File: src/core/rms_pkg.sv
package rms_pkg;

  // mode-select data bit positions (default when high, alternate when low)
  localparam int BIT_BOOT_WIDTH = 0;
  localparam int BIT_CS_LOW     = 1;
  localparam int BIT_CS_MID     = 2;
  localparam int BIT_ADDR_FIRST = 3;
  localparam int BIT_ADDR_LAST  = 7;
  localparam int BIT_PORT_E     = 8;
  localparam int BIT_PORT_F     = 9;
  localparam int BIT_RESERVED   = 11;

  // widths
  localparam int DATA_W   = 16;
  localparam int ADDR_W   = 24;
  localparam int NUM_HIGH = 5;

  // cycles from reset release to first bus cycle
  localparam int FIRST_BUS_CYCLES = 10;
  localparam logic [3:0] FIRST_BUS_COUNT = 4'ha;
  // breakpoint low time before reset release, in clocks
  localparam int BREAK_HOLD_CYCLES = 2;

  // vector fetch start address
  localparam logic [23:0] VECTOR_BASE = 24'h000000;
  // supervisor program space function code
  localparam logic [2:0]  SUPER_PROG_FC = 3'h6;

  // sampled-defaults when lines float high
  localparam logic [15:0] DATA_DEFAULT = 16'hffff;

  typedef enum logic [1:0] {
    RMS_IN_RESET,
    RMS_WAIT_BUS,
    RMS_RUN
  } rms_phase_e;

endpackage

File: src/core/rms_sync.sv
module rms_sync #(
  parameter int WIDTH = 1
) (
  // clock
  input  wire logic             i_clk,
  // asynchronous levels in, synchronised levels out
  input  wire logic [WIDTH-1:0] i_async,
  output logic      [WIDTH-1:0] o_sync
);

  logic [WIDTH-1:0] stage1;

  // two-flop synchroniser; stage1 is seen only by o_sync
  // no reset: the straps must be sampled while reset is held
  always_ff @(posedge i_clk) begin
    stage1 <= i_async;
    o_sync <= stage1;
  end

endmodule

File: src/core/rms_reset_mode_select.sv
module rms_reset_mode_select (
  // clock and reset
  input  wire logic        I_SYS_CLK,
  input  wire logic        I_RESETN,
  // mode-select pins, asynchronous
  input  wire logic [15:0] I_DATA_PIN,
  input  wire logic        I_CLOCK_MODE_PIN,
  input  wire logic        I_BREAKPOINT_PIN_N,
  // later breakpoint sources
  input  wire logic        I_BREAKPOINT_INTERNAL,
  // data bus pin control
  output logic             O_DATA_PULLUP_EN,
  output logic             O_DATA_DRIVE_ALLOWED,
  output logic             O_FIRST_BUS_CYCLE,
  // boot chip-select and vector fetch
  output logic             O_BOOT_CHIP_SELECT_N,
  output logic             O_BOOT_PORT_16BIT,
  output logic             O_VECTOR_FETCH,
  output logic [23:0]      O_VECTOR_ADDR,
  output logic [2:0]       O_VECTOR_FC,
  // pin function selects, 1 = alternate function
  output logic             O_CS_LOW_ALT,
  output logic             O_CS_MID_ALT,
  output logic [4:0]       O_CS_HIGH_ADDR,
  output logic             O_PORT_E_SEL,
  output logic             O_PORT_F_SEL,
  output logic             O_RESERVED_MODE,
  // clock source
  output logic             O_SYNTH_ENABLE,
  // debug
  output logic             O_BACKGROUND_DEBUG_ENABLE,
  output logic             O_ENTER_BACKGROUND_DEBUG,
  output logic             O_BREAKPOINT_EXCEPTION,
  // other modules' pin defaults
  output logic             O_MODULE_PIN_FUNC_EN,
  output logic             O_MODULE_PORT_DIR,
  output logic             O_PULSE_OUT_A_DISCRETE,
  output logic             O_PULSE_OUT_B_DISCRETE
);

  logic [15:0] data_sync;
  logic        clk_mode_sync;
  logic        breakpoint_pin_sync_n;
  logic [15:0] data_latch;
  logic        clk_mode_latch;
  logic        debug_en;
  logic        breakpoint_pin_prev_n;
  logic [3:0]  wait_cnt;
  logic [1:0]  low_cnt;
  logic        vector_active;
  rms_pkg::rms_phase_e phase;
  rms_pkg::rms_phase_e next_phase;

  // all pin levels are asynchronous; synchroniser keeps running in reset
  rms_sync #(
    .WIDTH (18)
  ) u_sync (
    .i_clk    (I_SYS_CLK),
    .i_async  ({I_CLOCK_MODE_PIN, I_BREAKPOINT_PIN_N, I_DATA_PIN}),
    .o_sync   ({clk_mode_sync, breakpoint_pin_sync_n, data_sync})
  );

  // phase sequencing: reset, wait for first bus cycle, run
  always_comb begin
    next_phase = phase;
    case (phase)
      rms_pkg::RMS_IN_RESET: next_phase = rms_pkg::RMS_WAIT_BUS;
      rms_pkg::RMS_WAIT_BUS: begin
        if (wait_cnt == rms_pkg::FIRST_BUS_COUNT - 4'h1) begin
          next_phase = rms_pkg::RMS_RUN;
        end
      end
      rms_pkg::RMS_RUN: next_phase = rms_pkg::RMS_RUN;
      default: next_phase = rms_pkg::RMS_IN_RESET;
    endcase
  end

  always_ff @(posedge I_SYS_CLK) begin
    if (!I_RESETN) begin
      phase <= rms_pkg::RMS_IN_RESET;
    end else begin
      phase <= next_phase;
    end
  end

  // first bus cycle lands ten clocks after release
  always_ff @(posedge I_SYS_CLK) begin
    if (!I_RESETN) begin
      wait_cnt <= 4'h0;
    end else if (phase == rms_pkg::RMS_WAIT_BUS) begin
      wait_cnt <= wait_cnt + 4'h1;
    end
  end

  // mode samples hold DATA_DEFAULT during reset, frozen afterwards;
  // a reset-time constant alone would lose the strap, so we capture
  // in the first clock after release from synced pin levels
  always_ff @(posedge I_SYS_CLK) begin
    if (!I_RESETN) begin
      data_latch     <= rms_pkg::DATA_DEFAULT;
      clk_mode_latch <= 1'h1;
    end else if (phase == rms_pkg::RMS_IN_RESET) begin
      data_latch     <= data_sync;
      clk_mode_latch <= clk_mode_sync;
    end
  end

  // count breakpoint low clocks seen while reset is still held
  always_ff @(posedge I_SYS_CLK) begin
    if (I_RESETN && phase != rms_pkg::RMS_IN_RESET) begin
      low_cnt <= low_cnt;
    end else if (breakpoint_pin_sync_n) begin
      low_cnt <= 2'h0;
    end else if (low_cnt != 2'h3) begin
      low_cnt <= low_cnt + 2'h1;
    end
  end

  // debug enable decided once per reset rising edge
  always_ff @(posedge I_SYS_CLK) begin
    if (!I_RESETN) begin
      debug_en <= 1'h0;
    end else if (phase == rms_pkg::RMS_IN_RESET) begin
      debug_en <= (low_cnt >= 2'(rms_pkg::BREAK_HOLD_CYCLES));
    end
  end // held until next reset

  // breakpoint edge detect, only after the first bus cycle
  always_ff @(posedge I_SYS_CLK) begin
    if (!I_RESETN) begin
      breakpoint_pin_prev_n <= 1'h1;
    end else begin
      breakpoint_pin_prev_n <= breakpoint_pin_sync_n;
    end
  end

  // vector fetch flag runs from release to first bus cycle
  always_ff @(posedge I_SYS_CLK) begin
    if (!I_RESETN) begin
      vector_active <= 1'h0;
    end else begin
      vector_active <= (next_phase == rms_pkg::RMS_WAIT_BUS);
    end
  end

  // data pins: pulled up throughout, driven only after first cycle
  assign O_DATA_PULLUP_EN     = 1'h1;
  assign O_DATA_DRIVE_ALLOWED = (phase == rms_pkg::RMS_RUN);
  assign O_FIRST_BUS_CYCLE    = (phase == rms_pkg::RMS_WAIT_BUS) &&
                                (wait_cnt == rms_pkg::FIRST_BUS_COUNT - 4'h1);

  // boot select low as soon as reset lets go, unlike other selects
  assign O_BOOT_CHIP_SELECT_N = !I_RESETN;
  assign O_BOOT_PORT_16BIT    = data_latch[rms_pkg::BIT_BOOT_WIDTH];
  assign O_VECTOR_FETCH       = vector_active;
  assign O_VECTOR_ADDR        = rms_pkg::VECTOR_BASE;
  assign O_VECTOR_FC          = rms_pkg::SUPER_PROG_FC;

  // chip-select group functions, low level picks alternate
  assign O_CS_LOW_ALT = !data_latch[rms_pkg::BIT_CS_LOW];
  assign O_CS_MID_ALT = !data_latch[rms_pkg::BIT_CS_MID];

  // a low bit switches its select and all lower down to select six
  genvar g;
  generate
    for (g = 0; g < rms_pkg::NUM_HIGH; g++) begin : g_addr
      assign O_CS_HIGH_ADDR[g] =
        ~&data_latch[rms_pkg::BIT_ADDR_LAST:rms_pkg::BIT_ADDR_FIRST + g];
    end
  endgenerate

  assign O_PORT_E_SEL    = !data_latch[rms_pkg::BIT_PORT_E];
  assign O_PORT_F_SEL    = !data_latch[rms_pkg::BIT_PORT_F];
  // flagged only; low bit 11 is a board fault, not a mode we support
  assign O_RESERVED_MODE = !data_latch[rms_pkg::BIT_RESERVED];
  assign O_SYNTH_ENABLE  = clk_mode_latch;

  // breakpoint routing; tagging of the first cycle is the board's worry
  assign O_BACKGROUND_DEBUG_ENABLE = debug_en;
  assign O_ENTER_BACKGROUND_DEBUG  = debug_en && (phase == rms_pkg::RMS_RUN) &&
    ((breakpoint_pin_prev_n && !breakpoint_pin_sync_n) || I_BREAKPOINT_INTERNAL);
  assign O_BREAKPOINT_EXCEPTION    = !debug_en && (phase == rms_pkg::RMS_RUN) &&
    ((breakpoint_pin_prev_n && !breakpoint_pin_sync_n) || I_BREAKPOINT_INTERNAL);

  // module pins come up as port inputs; pulse outputs stay outputs
  assign O_MODULE_PIN_FUNC_EN   = 1'h0;
  assign O_MODULE_PORT_DIR      = 1'h0;
  assign O_PULSE_OUT_A_DISCRETE = 1'h1;
  assign O_PULSE_OUT_B_DISCRETE = 1'h1;

endmodule

File: config.mk
export PLATFORM = sky130hd
export DESIGN_NAME = rms_reset_mode_select
export DESIGN_NICKNAME = d
export VERILOG_FILES = /design/src/core/rms_pkg.sv /design/src/core/rms_sync.sv /design/src/core/rms_reset_mode_select.sv
export SDC_FILE = /design/constraint.sdc
export NUM_CORES = 1
export LEC_CHECK = 0
export BUFFER_PORTS_ARGS = -buffer_cell sky130_fd_sc_hd__buf_2
export CAP_MARGIN = 5
export CORE_ASPECT_RATIO = 1.5
export CORE_MARGIN = 3
export CORE_UTILIZATION = 40
export DETAILED_ROUTE_END_ITERATION = 10
export PLACE_DENSITY = 0.79
export REMOVE_ABC_BUFFERS = 1
export SETUP_SLACK_MARGIN = 0.15
export SYNTH_ARGS = -nofsm -noshare
export SYNTH_HDL_FRONTEND = slang
export SYNTH_SLANG_ARGS = --single-unit
File: constraint.sdc
create_clock -name I_SYS_CLK -period 2 [get_ports I_SYS_CLK]
set_clock_uncertainty 0.2 [all_clocks]
set_input_delay 0.1 -clock I_SYS_CLK [delete_from_list [all_inputs] [get_ports I_SYS_CLK]]
set_output_delay 0.1 -clock I_SYS_CLK [all_outputs]
set_load 0.02 [all_outputs]
# Yosys cells after proc, flatten, opt, wreduce, memory -nomap -nowiden
# Cells that the tools add are included.
[totals]
elab_cells = 51
output_inout_bits = 51
regBits = 60
inputBits = 21
[op_classes]
add_sub_neg = 2
eq_ne = 5
n_lt_le_gt_ge = 1
mux = 3
bitwise_logic = 1
n_reduce_logical = 29
[op_table]
columns = ["op", "count"]
rows = [
  ["$logic_not 1->1", 13],
  ["$logic_and 1x1->1", 7],
  ["$pmux 2 s3", 1],
  ["$reduce_and 5->1", 1],
  ["$add 4x1->4 const B", 1],
  ["$eq 2x1->1 const B", 2],
  ["$eq 4x4->1 const B", 1],
  ["$mux 2", 2],
  ["$reduce_and 2->1", 2],
  ["$reduce_and 4->1", 1],
  ["$reduce_bool 2->1", 2],
  ["$reduce_and 3->1", 1],
  ["$add 2x1->2 const B", 1],
  ["$eq 2x2->1 const B", 1],
  ["$ge 2x2->1 const B", 1],
  ["$logic_not 2->1", 1],
  ["$ne 2x2->1 const B", 1],
  ["$logic_or 1x1->1", 1],
  ["$not 1->1", 1],
]

# Logic depth before layout (Yosys ltp)
[depth]
ltp_word = 4
depth_mapped = 5

# Cells and area by module
# From an unflattened synthesis, not the netlist that was laid out.
[unflattened]
hier_cells = 177
hier_area_um2 = 1950.6
[modules_own_cells]
columns = ["mod", "instances", "seq_area_each_um2", "area_per_inst_um2", "cells_each"]
rows = [
  ["rms_reset_mode_select", 1, 480.5, 1229.9, 141],
  ["rms_sync", 1, 720.7, 720.7, 36],
]

# Least setup slack after synthesis
# Ideal clock, no wire load.
[synth_path]
path_kind = "reg2reg"
startpoint = "register phase[1]"
endpoint = "register low_cnt[0] (enable)"
path_buffers = 1
stages_incl_launch_ff = 4
setup_slack_ps = 556
arrival_time_ps = 928
setup_time_ps = 316
cell_sequence = "dfxtp_1 > or2_1 > buf_4 > a21oi_1"
[synth_via]
elab_chain_cells = 4
[synth_rtl]
columns = ["element", "line", "text"]
rows = [
  ["start, declared", "rms_reset_mode_select.sv:51", "rms_pkg::rms_phase_e phase;"],
  ["start signal, assigned", "rms_reset_mode_select.sv:80", "phase <= rms_pkg::RMS_IN_RESET;"],
  ["start signal, assigned", "rms_reset_mode_select.sv:82", "phase <= next_phase;"],
  ["$reduce_bool 2->1", "rms_reset_mode_select.sv:110", "if (I_RESETN && phase != rms_pkg::RMS_IN_RESET) begin"],
  ["$logic_and 1x1->1", "rms_reset_mode_select.sv:110", ""],
  ["$not 1->1 (no source line)", "--", ""],
  ["$reduce_and 2->1 (no source line)", "--", ""],
  ["end signal, assigned", "rms_reset_mode_select.sv:111", "low_cnt <= low_cnt;"],
  ["end signal, assigned", "rms_reset_mode_select.sv:115", "low_cnt <= low_cnt + 2'h1;"],
  ["end, declared", "rms_reset_mode_select.sv:49", "logic [1:0] low_cnt;"],
]
# No other way between the ends.
# A chain may end at the register's enable or synchronous reset.

# Worst setup path after layout
[layout_path]
startpoint = "register phase[0]"
endpoint = "output O_FIRST_BUS_CYCLE"
[layout_via]
elab_chain_cells = 2
[layout_rtl]
columns = ["element", "line", "text"]
rows = [
  ["$eq 2x1->1", "rms_reset_mode_select.sv:149", "assign O_FIRST_BUS_CYCLE = (phase == rms_pkg::RMS_WAIT_BUS) &&"],
  ["$logic_and 1x1->1", "rms_reset_mode_select.sv:149", ""],
  ["end, declared", "rms_reset_mode_select.sv:14", "output logic O_FIRST_BUS_CYCLE,"],
]
# No other way between the ends.

==> impl_metrics.py <==
metrics = {
    "route": {
        "drtIter0Drc": 22,
        "avgRoutedWirePerCell_um": 9.920,
        "firstDrtPassIters": 4,
        "viasPerCell": 4.274,
        "vias": 1124,
        "drt-total-wl_mm": 2.609,
        "drc": 0,
        "ant_nets": 0,
    },
    "global_routing": {
        "busiest_layer": "met2",
        "antenna_found_initial": 0,
        "first_global_vias": 1005,
        "track_usage_pct": 11.06,
        "grt_remaining_overflow": 0,
        "use_met3_pct": 4.006,
        "grt_max_degree": 20,
        "grtUsageMet2_pct": 19.09,
        "grt_pass1_wl_mm": 4.271,
        "grt_use_met1_pct": 11.42,
    },
    "floorplanning": {
        "placementRows": 28,
        "start_util_pct": 43.07,
        "die-area_mm2": 0.005222,
        "dieWidth_um": 60.01,
        "die_y_um": 87.02,
        "core_region_area_mm2": 0.004064,
        "num_io_pins": 72,
    },
    "cts": {
        "tritoncts": "done",
        "cts_made_buffers": 5,
        "post_cts_resized": 0,
        "cts_buffer_depth": 2,
        "path_clk_slew_ns": 0.09,
        "clk_latency_ns": 0.30,
        "cts_root_buf": "clkbuf_8",
        "clock_sink_count": 49,
        "h-tree-depth": 2,
    },
    "sta": {
        "grt_setup_unrepaired": "no",
        "hold_ws_ns": 0.1332,
        "fmax_mhz": 593.1,
        "final.setup.worst_slack_ns": 0.3139,
        "finalSetupTns_ns": 0,
        "slew_viol_final": 0,
        "setup_viol": 0,
        "period_share_pct": 84.30,
        "hold_viol": 0,
        "period_minus_slack_ns": 1.686,
    },
    "power_and_ir_drop": {
        "vdd_drop_max_v": 0.0007206,
        "p_leak_nw": 1.041,
        "p_total_mw": 2.017,
        "power_density_mw_per_mm2": 967.2,
    },
    "logic_synthesis": {
        "netlist_area_mm2": 0.001750,
        "synth_compound_gate_area_share_pct": 6.004,
        "syn_inst": 167,
        "synth.area.mux_share_pct": 0.5718,
        "yosysWarnings": 0,
        "async_flop_share_pct": 0,
        "synth_seq_area_share_pct": 57.18,
        "synthAdderAreaFrac_pct": 2.859,
        "yosys.area_share.xor_xnor_pct": 1.001,
        "synth_top_area_share_pct": 53.75,
        "synth_seq_cells": 49,
        "synth_flop_cell": "dfxtp_1",
        "synth_top_family_by_area": "buffers and inverters",
        "synth_edf_count": 2,
        "synth_area_leader_cell": "dfxtp_1",
        "synth_area_per_cell_um2": 10.48,
        "synth_cell_types": 32,
        "synth.most_common_cell": "dfxtp_1",
        "synthTopCellsByCount": "47 x dfxtp_1, 33 x buf_4, 20 x nand2_1, 11 x inv_1, 8 x nor2_1",
        "yosys.area_share.simple_pct": 14.30,
        "yosys-top-cells-area": "dfxtp_1 54%, buf_4 14%, nand2_1 4.3%",
    },
    "worst_setup_path": {
        "cp-start-kind": "register",
        "crit_type": "reg2out",
        "critical_path.max_fanout": 7,
        "reg2reg_to": "low_cnt[1]$_SDFFCE_PP0P_",
        "r2r_start": "phase[1]$_SDFF_PN0_",
        "rrSetupSlack_ns": 0.45,
        "worstPathArrival_ns": 1.39,
        "r2r_cells": 2,
        "required_ns": 1.70,
        "end_kind": "output port",
    },
    "placed_design": {
        "post-place-ws_ns": 0.4632,
        "placed_cell_area_mm2": 0.001829,
        "dpl.hpwl_mm": 1.873,
        "portBuffers": 34,
        "place.gp.congestion": 0.7080,
    },
    "final_layout": {
        "final_cell_area_mm2": 0.002086,
        "antennaDiodeCount": 0,
        "drive_above_1_share_pct": 22.94,
        "area_growth_pct": 19.16,
        "finalNetCount": 242,
    },
    "outcome": {
        "status": "finished clean",
    },
    "job": {
        "cap_violations": 0,
    },
    "min_path": {
        "holdPathEnd": "u_sync.o_sync[9]$_DFF_P_",
        "holdCritStartpoint": "u_sync.stage1[9]$_DFF_P_",
        "hp-class": "reg2reg",
        "hold_depth": 0,
    },
}
==> where the power goes <==
group / internal, mW / switching [mW] / total (mW)
Sequential: 1.05 / 0.0301 / 1.08
Clock: 0.381 / 0.326 / 0.707
Combinational: 0.0829 / 0.151 / 0.234
==> registers in the layout (all words and copies together), names as in the netlist <==
name,flops
O_BACKGROUND_DEBUG_ENABLE,1
O_SYNTH_ENABLE,1
O_VECTOR_FETCH,1
breakpoint_pin_prev_n,1
data_latch,11
low_cnt,2
phase,2
u_sync.o_sync,13
u_sync.stage1,13
wait_cnt,4
==> routing by layer <==
| metal | vias to the layer above | share of wire [%] |
|---|---|---|
| li1 | 564 | - |
| met1 | 513 | 36 |
| met2 | 43 | 53 |
| met3 | 4 | 8.9 |
| met4 | 0 | 1.5 |
| met5 | - | 0 |
==> cell usage in the layout (no fill, tap or decap), types with 2 or more instances in the layout <==
cell type,netlist,layout
nor2b_1,2,2
ha_1,4,4
inv_1,11,11
inv_6,0,2
o211ai_1,7,7
nor2_1,8,8
dlygate4sd3_1,0,14
dfxtp_1,47,47
nand2b_1,2,2
edfxtp_1,2,2
nand3_1,6,6
clkbuf_8,0,5
conb_1,2,32
nand2_1,20,20
a211oi_1,3,3
nand4_1,2,2
buf_2,1,34
==> layout make-up <==
| class | instances | area, um2 |
|---|---|---|
| clock buffers | 5 | 68.82 |
| fillers | 373 | 1978 |
| well taps | 45 | 56.30 |
| flip-flops and latches | 49 | 1001 |
| inverters | 11 | 41.29 |
| multi-input cells | 101 | 553.0 |
| repair buffers | 49 | 317.8 |
| clock inverters | 3 | 47.55 |
==> worst max path at each step <==
| stage | from | to | slack (ns) | cells after the start |
|---|---|---|---|---|
| floorplan | phase[1]$_SDFF_PN0_ | low_cnt[0]$_SDFFCE_PP0P_ | 0.58 | 2 |
| global placement | phase[1]$_SDFF_PN0_ | low_cnt[0]$_SDFFCE_PP0P_ | 0.50 | 2 |
| detailed placement | phase[1]$_SDFF_PN0_ | low_cnt[1]$_SDFFCE_PP0P_ | 0.46 | 2 |
| CTS | phase[0]$_SDFF_PN0_ | O_FIRST_BUS_CYCLE | 0.29 | 3 |
| global route | phase[0]$_SDFF_PN0_ | O_FIRST_BUS_CYCLE | 0.19 | 3 |
| finish | phase[0]$_SDFF_PN0_ | O_FIRST_BUS_CYCLE | 0.31 | 3 |
==> logic make-up (layout without fill, tap and decap cells) <==
family | count (synthesis) | after routing
buf+inv | 47 | 68
other cells | 2 | 32
xor+xnor | 2 | 2
fa+ha+maj | 4 | 4
mux | 1 | 1
flops | 49 | 49
simple gates | 48 | 48
compound gates | 14 | 14
==> critical path, cell delays in order, from the launching register on <==
cell and delay, ns:
dfxtp_1 0.44, nor2b_4 0.24, nor3b_4 0.22, buf_2 0.19
==> metrics by stage <==
stage | instances | utilization (%)
after CTS | 263 | 51.32
after global placement | 241 | 45.01
after global routing | 263 | 51.32
after detailed placement | 241 | 45.01
after floorplan | 161 | -
final | 263 | 51.32
==> what timing repair did <==
action,4_1_cts,5_1_grt
hold endpoints to repair,27,0
buffers inserted,0,0
hold buffers,14,0
endpoints found under the setup margin,0,0
Note: power is estimated with default switching activity, not from simulation.
